$ cat config.mk
export PLATFORM = sky130hd
export DESIGN_NAME = upc_top
export DESIGN_NICKNAME = d
export VERILOG_FILES = /design/src/pkg/upc_pkg.sv /design/src/hw/upc_line_filter.sv /design/src/hw/upc_resume_det.sv /design/src/hw/upc_top.sv
export SDC_FILE = /design/constraint.sdc
export NUM_CORES = 1
export LEC_CHECK = 0
export ABC_CLOCK_PERIOD_IN_PS = 3200
export BUFFER_PORTS_ARGS = -buffer_cell sky130_fd_sc_hd__buf_2
export CORE_ASPECT_RATIO = 2
export CORE_MARGIN = 8
export CORE_UTILIZATION = 44
export CTS_CLUSTER_DIAMETER = 100
export DETAILED_ROUTE_END_ITERATION = 10
export PLACE_DENSITY = 0.71
export RECOVER_POWER = 100
export SYNTH_ARGS = -nofsm -noshare
export SYNTH_HDL_FRONTEND = slang
export SYNTH_SLANG_ARGS = --single-unit
$ cat constraint.sdc
create_clock -name clock -period 3.2 [get_ports clock]
set_clock_uncertainty 0.1 [all_clocks]
set_input_delay 0.32 -clock clock [delete_from_list [all_inputs] [get_ports clock]]
set_output_delay 0.32 -clock clock [all_outputs]
set_load 0.03 [all_outputs]
$ cat src/pkg/upc_pkg.sv
package upc_pkg;

    // ----------------------------------------------------------------
    // Register map
    // ----------------------------------------------------------------
    localparam int ADDR_W = 8;
    localparam logic [ADDR_W-1:0] OFF_PWR = 8'h3c;
    localparam logic [ADDR_W-1:0] OFF_PHY = 8'h40;
    localparam logic [ADDR_W-1:0] OFF_IRQ_STAT = 8'h44;
    localparam logic [ADDR_W-1:0] OFF_IRQ_MASK = 8'h48;
    localparam logic [ADDR_W-1:0] OFF_LINE = 8'h4c;
    localparam logic [31:0] RST_WORD = 32'h0;

    // ----------------------------------------------------------------
    // Fields
    // ----------------------------------------------------------------
    localparam int PWR_DATA_LSB = 0;
    localparam int PWR_W = 9;
    localparam int PHY_PD_DIS_BIT = 18;
    localparam int PHY_SE0_BIT = 13;
    localparam int PHY_K_BIT = 12;
    localparam int PHY_FILT_LSB = 8;
    localparam int PHY_FILT_W = 4;
    localparam int PHY_HWSUSP_BIT = 7;
    localparam int PHY_CONF_LSB = 4;
    localparam int PHY_CONF_W = 3;
    localparam int IRQ_SE0 = 0;
    localparam int IRQ_K = 1;
    localparam int IRQ_LINE = 2;
    localparam int IRQ_W = 3;
    localparam int LINE_WAKE_BIT = 2;

    // ----------------------------------------------------------------
    // Line states
    // ----------------------------------------------------------------
    localparam logic [1:0] LS_SE0 = 2'h0;
    localparam logic [1:0] LS_J = 2'h1;
    localparam logic [1:0] LS_K = 2'h2;

    typedef struct packed {
        logic [ADDR_W-1:0] addr;
        logic [31:0] wdata;
        logic wr;
        logic rd;
    } upc_bus_req_t;

    typedef struct packed {
        logic [PHY_CONF_W-1:0] transceiver_config_pins;
        logic usb_port_a_pd_dis;
        logic usb_port_b_pd_dis;
    } upc_phy_ctl_t;

endpackage : upc_pkg
$ cat src/hw/upc_line_filter.sv
`timescale 1ns/100ps
module upc_line_filter #(
    parameter int CNT_W = 16,
    parameter int LOG_W = 4
) (
    input wire logic clock,
    input wire logic resetn,
    input wire logic [1:0] line_in,
    input wire logic [LOG_W-1:0] log2_cycles,
    output logic [1:0] line_out,
    output logic changed
);
    import upc_pkg::*;

    typedef struct packed {
        logic [1:0] cand;
        logic [CNT_W-1:0] cnt;
        logic [1:0] out;
        logic chg;
    } upc_filt_st_t;

    upc_filt_st_t st;
    upc_filt_st_t next_st;
    logic [CNT_W-1:0] target;
    logic [CNT_W-1:0] seen;

    assign target = CNT_W'(1) << log2_cycles;
    assign seen = (line_in != st.cand) ? CNT_W'(1) : st.cnt + CNT_W'(1);

    // ----------------------------------------------------------------
    // Hold a change until it has stood long enough
    // ----------------------------------------------------------------
    always_comb begin
        next_st = st;
        next_st.chg = 1'b0;
        next_st.cand = line_in;
        if (line_in == st.out) begin
            next_st.cnt = '0;
        end else if (seen >= target) begin
            next_st.out = line_in;
            next_st.chg = 1'b1;
            next_st.cnt = '0;
        end else begin
            next_st.cnt = seen;
        end
    end

    always_ff @(posedge clock or negedge resetn) begin
        if (!resetn) begin
            st <= '0;
        end else begin
            st <= next_st;
        end
    end

    assign line_out = st.out;
    assign changed = st.chg;

    // Helper: cycles the input has held its present value
    logic [CNT_W:0] stable;
    always_ff @(posedge clock or negedge resetn) begin
        if (!resetn) begin
            stable <= '0;
        end else if (line_in != st.cand) begin
            stable <= (CNT_W+1)'(1);
        end else if (stable[CNT_W] == 1'b0) begin
            stable <= stable + (CNT_W+1)'(1);
        end
    end
endmodule : upc_line_filter

$ cat src/hw/upc_resume_det.sv
`timescale 1ns/100ps
module upc_resume_det (
    input wire logic clock,
    input wire logic resetn,
    input wire logic [1:0] line_filt,
    input wire logic hw_resume_en,
    input wire logic link_suspend,
    output logic se0_evt,
    output logic k_evt,
    output logic wake
);
    import upc_pkg::*;

    typedef enum logic [1:0] {RD_IDLE, RD_SUSP, RD_WAKE} upc_rd_state_t;

    typedef struct packed {
        upc_rd_state_t state;
        logic se0;
        logic k;
        logic wake;
    } upc_rd_st_t;

    upc_rd_st_t st;
    upc_rd_st_t next_st;

    // ----------------------------------------------------------------
    // Suspend watcher
    // ----------------------------------------------------------------
    // Without the enable, software polls the filtered line instead
    always_comb begin
        next_st = st;
        next_st.se0 = 1'b0;
        next_st.k = 1'b0;
        case (st.state)
            RD_IDLE: begin
                next_st.wake = 1'b0;
                if (link_suspend) begin
                    next_st.state = RD_SUSP;
                end
            end
            RD_SUSP: begin
                if (!link_suspend) begin
                    next_st.state = RD_IDLE;
                end else if (hw_resume_en && line_filt == LS_SE0) begin
                    next_st.se0 = 1'b1;
                    next_st.wake = 1'b1;
                    next_st.state = RD_WAKE;
                end else if (hw_resume_en && line_filt == LS_K) begin
                    next_st.k = 1'b1;
                    next_st.wake = 1'b1;
                    next_st.state = RD_WAKE;
                end
            end
            RD_WAKE: begin
                if (!link_suspend) begin
                    next_st.wake = 1'b0;
                    next_st.state = RD_IDLE;
                end
            end
            default: begin
                next_st = '0;
            end
        endcase
    end

    always_ff @(posedge clock or negedge resetn) begin
        if (!resetn) begin
            st <= '0;
        end else begin
            st <= next_st;
        end
    end

    assign se0_evt = st.se0;
    assign k_evt = st.k;
    assign wake = st.wake;
endmodule : upc_resume_det

$ cat src/hw/upc_top.sv
// The implementer's own choice: strobed register access.
`timescale 1ns/100ps
module upc_top #(
    parameter int FILT_CNT_W = 16
) (
    input wire logic clock,
    input wire logic resetn,
    input upc_pkg::upc_bus_req_t bus_req,
    output logic [31:0] rdata,
    input wire logic [1:0] line_state_raw,
    input wire logic link_suspend,
    output upc_pkg::upc_phy_ctl_t phy_ctl,
    output logic [1:0] line_state_filt,
    output logic resume_wake,
    output logic irq
);
    import upc_pkg::*;

    // ----------------------------------------------------------------
    // State
    // ----------------------------------------------------------------
    typedef struct packed {
        logic [1:0] ls_meta;
        logic [1:0] ls_sync;
        logic [PWR_W-1:0] pwr;
        logic pd_dis;
        logic se0_flag;
        logic k_flag;
        logic [PHY_FILT_W-1:0] filt_log2;
        logic hw_susp;
        logic [PHY_CONF_W-1:0] conf;
        logic [IRQ_W-1:0] irq_stat;
        logic [IRQ_W-1:0] irq_mask;
        logic [31:0] rdata;
        logic irq;
    } upc_top_st_t;

    upc_top_st_t st;
    upc_top_st_t next_st;

    logic [1:0] filt_line;
    logic filt_chg;
    logic se0_evt;
    logic k_evt;
    logic wake;

    logic wr_pwr;
    logic wr_phy;
    logic wr_stat;
    logic wr_mask;
    logic [IRQ_W-1:0] events;

    // ----------------------------------------------------------------
    // Decode
    // ----------------------------------------------------------------
    function automatic logic hit(
        input logic [ADDR_W-1:0] a,
        input logic [ADDR_W-1:0] off
    );
        hit = (a == off);
    endfunction : hit

    function automatic logic [31:0] reg_read(
        input logic [ADDR_W-1:0] a,
        input upc_top_st_t s,
        input logic [1:0] ls,
        input logic wk
    );
        logic [31:0] w;
        w = RST_WORD;
        if (hit(a, OFF_PWR)) begin
            w[PWR_DATA_LSB +: PWR_W] = s.pwr;
        end else if (hit(a, OFF_PHY)) begin
            w[PHY_PD_DIS_BIT] = s.pd_dis;
            w[PHY_SE0_BIT] = s.se0_flag;
            w[PHY_K_BIT] = s.k_flag;
            w[PHY_FILT_LSB +: PHY_FILT_W] = s.filt_log2;
            w[PHY_HWSUSP_BIT] = s.hw_susp;
            w[PHY_CONF_LSB +: PHY_CONF_W] = s.conf;
        end else if (hit(a, OFF_IRQ_STAT)) begin
            w[IRQ_W-1:0] = s.irq_stat;
        end else if (hit(a, OFF_IRQ_MASK)) begin
            w[IRQ_W-1:0] = s.irq_mask;
        end else if (hit(a, OFF_LINE)) begin
            w[1:0] = ls;
            w[LINE_WAKE_BIT] = wk;
        end
        reg_read = w;
    endfunction : reg_read

    assign wr_pwr = bus_req.wr && hit(bus_req.addr, OFF_PWR);
    assign wr_phy = bus_req.wr && hit(bus_req.addr, OFF_PHY);
    assign wr_stat = bus_req.wr && hit(bus_req.addr, OFF_IRQ_STAT);
    assign wr_mask = bus_req.wr && hit(bus_req.addr, OFF_IRQ_MASK);

    assign events = {filt_chg, k_evt, se0_evt};

    // ----------------------------------------------------------------
    // Line filter and resume watcher
    // ----------------------------------------------------------------
    upc_line_filter #(
        .CNT_W(FILT_CNT_W),
        .LOG_W(PHY_FILT_W)
    ) u_filter (
        .clock(clock),
        .resetn(resetn),
        .line_in(st.ls_sync),
        .log2_cycles(st.filt_log2),
        .line_out(filt_line),
        .changed(filt_chg)
    );

    upc_resume_det u_resume (
        .clock(clock),
        .resetn(resetn),
        .line_filt(filt_line),
        .hw_resume_en(st.hw_susp),
        .link_suspend(link_suspend),
        .se0_evt(se0_evt),
        .k_evt(k_evt),
        .wake(wake)
    );

    // ----------------------------------------------------------------
    // Register file
    // ----------------------------------------------------------------
    always_comb begin
        next_st = st;
        // Raw line pins come from the transceiver domain
        next_st.ls_meta = line_state_raw;
        next_st.ls_sync = st.ls_meta;

        if (wr_pwr) begin
            next_st.pwr = bus_req.wdata[PWR_DATA_LSB +: PWR_W];
        end

        if (wr_phy) begin
            next_st.pd_dis = bus_req.wdata[PHY_PD_DIS_BIT];
            next_st.filt_log2 =
                bus_req.wdata[PHY_FILT_LSB +: PHY_FILT_W];
            next_st.hw_susp = bus_req.wdata[PHY_HWSUSP_BIT];
            next_st.conf = bus_req.wdata[PHY_CONF_LSB +: PHY_CONF_W];
            // Writing one leaves a flag alone; only zero clears it
            next_st.se0_flag = st.se0_flag & bus_req.wdata[PHY_SE0_BIT];
            next_st.k_flag = st.k_flag & bus_req.wdata[PHY_K_BIT];
        end
        // A new resume beats a clear in the same cycle
        next_st.se0_flag = next_st.se0_flag | se0_evt;
        next_st.k_flag = next_st.k_flag | k_evt;

        if (wr_mask) begin
            next_st.irq_mask = bus_req.wdata[IRQ_W-1:0];
        end
        if (wr_stat) begin
            next_st.irq_stat = st.irq_stat & ~bus_req.wdata[IRQ_W-1:0];
        end
        next_st.irq_stat = next_st.irq_stat | events;
        next_st.irq = |(next_st.irq_stat & next_st.irq_mask);

        // Read data live for exactly one cycle, zero otherwise
        if (bus_req.rd) begin
            next_st.rdata = reg_read(bus_req.addr, st, filt_line, wake);
        end else begin
            next_st.rdata = RST_WORD;
        end
    end

    always_ff @(posedge clock or negedge resetn) begin
        if (!resetn) begin
            st <= '0;
        end else begin
            st <= next_st;
        end
    end

    // ----------------------------------------------------------------
    // Outputs
    // ----------------------------------------------------------------
    assign rdata = st.rdata;
    assign irq = st.irq;
    assign phy_ctl.transceiver_config_pins = st.conf;
    assign phy_ctl.usb_port_a_pd_dis = st.pd_dis;
    assign phy_ctl.usb_port_b_pd_dis = st.pd_dis;
    assign line_state_filt = filt_line;
    assign resume_wake = wake;
endmodule : upc_top

==> flow_summary.ini <==
[routing]
wl_met2_um = 4600
ant_nets = 0
top_layer = met4
routed_wl_um = 8250
drc = 0
wl_met3_um = 450
routed_via_density = 5.37
initialDrtViolationCount = 166
met1_length_um = 2860
post_drt_wl_per_cell_um = 16.7
drt_first_pass_iters = 4
vias = 2660

[timing]
finalCritPeriodShare = 0.945
setup_slack_ns = 0.175
max_freq_mhz = 331
setup_violations = 0
maxSlewViolCount = 40
relSlewSlack = -0.392
rsz0062_at_grt = true
fin_crit_ns = 3.03
whs_ns = 0.112
finalHoldViolCount = 0
setup_tns_ns = 0
worst_pin_slew_ns = 2.09

[yosys]
yosysTopAreaCell = dfrtp_1
ys_ff_latch = 72
yosysMostFrequentCell = dfrtp_1
yosys_most_used_dff = dfrtp_1
syn_inst = 359
ys_warn_count = 0
synth_area_leaders = dfrtp_1, buf_4, mux2_2
synth_edf_count = 0
netlist-cell-type-count = 40
synth_area_um2 = 3760
syn_area_per_cell_um2 = 10.5
synth_common_cells = dfrtp_1, buf_4, nor2_1
synth_top_area_frac = 0.480
ys_seq_area_frac = 0.480
async_reset_ff_frac = 1.00

[clock_network]
cts.clk_slew.worst_paths_ns = 0.05
cts.sinks = 72
cts_setup_buffers = 0
cts.path.max_buffers = 2
cts_root_buf = clkbuf_16
clkLatencyLatePin_ns = 0.33
cts_inserted_buffers = 9
htree_levels = 3
ctsResizeCount = 0
cts_tree = built

[die]
initial_core_util = 0.453
fp.dieH_um = 147
die_x_um = 81.3
io_pins = 88
rows = 47
die_area_um2 = 11900
fp.coreArea_um2 = 8290

[critical_path]
worstSetupStartpointType = flop
crit_path_end = u_filter.st[7]
worst_setup_path_end_kind = flop
cp_max_fo = 16
cp-startpoint = u_filter.st[5]
regToRegStartpoint = u_filter.st[5]
r2r_slack_ns = 0.17
required_ns = 3.34
path_class = reg2reg
r2r_cells = 11
reg2reg_to = u_filter.st[7]
critPathArrivalTime_ns = 3.17

[power_and_ir_drop]
powerDensity_nw_per_um2 = 535
clock_power_share = 0.449
switching_share = 0.249
p_sw_uw = 553
p_int_uw = 1670
leakagePower_uw = 0.00192
p_seq_frac = 0.444
p_comb_frac = 0.106
ir_worst_vdd_uv = 420

[cells_and_area]
fin_area_um2 = 4150
drive_gt1_frac = 0.164
synthToLayoutAreaGrowth_pct = 10.5
fin_nets = 456
utilization = 0.501
n_fill_cell = 752
seq_area_um2 = 1800
multi_input_area_um2 = 1620
antenna_cells = 0

[placement]
dpl_cell_area_um2 = 3890
place_hpwl_um = 6380
dpl_worst_slack_ns = 0.224
place_congestion = 0.893
io_buffers = 53

[job]
cap_violations = 1

[global_route]
grt_util_all_layers = 0.146
grt_pass1_vias = 2799
grt-ovfl-total = 0
grt_antenna_before_repair = 0
grt_max_degree = 40
grt_pass1_wl_um = 13300

[status]
status = complete, but fails checks
violations = max-capacitance violations, max-slew violations

[worst_hold_path]
hold_path_class = in2reg
## cells by family (layout without fill, tap and decap cells)
kind of cell | count (synthesis) | in the layout | synth area share
AND/OR/NAND/NOR | 135 | 135 | 0.190
flip-flops | 72 | 72 | 0.480
buffers and inverters | 58 | 80 | 0.0993
AO/OA/AOI/OAI | 35 | 35 | 0.0620
multiplexers | 23 | 23 | 0.0700
XOR/XNOR | 18 | 18 | 0.0420
adder cells (fa/ha/maj) | 17 | 17 | 0.0566
other | 1 | 17 | 0.000998
## worst min-delay path by stage
stage / depth (start not counted) / to / from
6_report: 2 / st[53] / bus_req[5]
5_1_grt: 2 / st[45] / bus_req[12]
4_1_cts: 1 / u_filter.st[6] / resetn
3_5_place_dp: 0 / st[60] / next_st[60]
3_3_place_gp: 0 / st[60] / next_st[60]
2_1_floorplan: 0 / irq / resetn
## metal layers
layer  global-route usage  vias to the layer above
li1                     -                     1262
met1                0.140                     1291
met2                0.262                       83
met3               0.0375                       24
met4               0.0865                        0
met5                    0                        -
## critical path: stages, from the launching register on
cell	delay, ns
dfrtp_1	0.42
and4_1	0.27
and4_1	0.26
and3_1	0.20
xnor2_1	0.19
nor2_1	0.09
ha_1	0.32
a21oi_1	0.14
o21ai_0	0.11
o21bai_1	0.24
nand3_2	0.33
nor3_1	0.25
## state kept, by name, summed over array words and instances (netlist names)
name,count
irq,1
phy_ctl,4
u_filter.changed,1
u_resume.se0_evt,1
u_filter.line_out,2
u_resume.st,2
next_st,2
u_resume.k_evt,1
u_filter.st,18
rdata,15
st,24
u_resume.wake,1
## power by group through the flow
stage	clock, uW	sequential [uW]	combinational [uW]
after detailed placement	0	1000	241
final	998	987	236
after global placement	0	1000	235
after CTS	1020	986	244
after floorplan	0	989	186
after global routing	1060	992	257
## timing repair
action / CTS / global route
hold buffers: 2 / 0
endpoints found under the hold margin: 2 / 0
endpoints found under the setup margin: 0 / 10
## metrics by stage
stage | total power (uW) | instances
floorplan | 1180 | 375
global placement | 1230 | 477
detailed placement | 1240 | 477
CTS | 2250 | 495
global route | 2300 | 495
finish | 2220 | 495
## placed cells by master, fill, tap and decap left out, types with 4 or more instances in the layout
| cell type | count |
|---|---|
| mux2_2 | 21 |
| xnor2_1 | 9 |
| nand4_1 | 8 |
| nor3_1 | 21 |
| nor2_1 | 29 |
| and2_0 | 6 |
| and3_1 | 5 |
| a22o_1 | 5 |
| clkbuf_1 | 29 |
| nand3_1 | 17 |
| ha_1 | 17 |
| o21ai_0 | 9 |
| nor4_1 | 4 |
| a21oi_1 | 8 |
| nor2b_1 | 8 |
| conb_1 | 17 |
| inv_1 | 6 |
| xor2_1 | 9 |
| nand2_1 | 21 |
| dfrtp_1 | 72 |
| clkbuf_16 | 9 |
| buf_2 | 27 |
## cell type report
| class | count | share of cell area |
|---|---|---|
| clock buffers | 13 | 0.0627 |
| clock inverters | 3 | 0.00965 |
| well taps | 98 | 0.0295 |
| inverters | 6 | 0.00543 |
| repair buffers | 58 | 0.0678 |
| multi-input cells | 245 | 0.391 |
| flip-flops and latches | 72 | 0.434 |
Note: power is estimated with default switching activity, not from simulation.
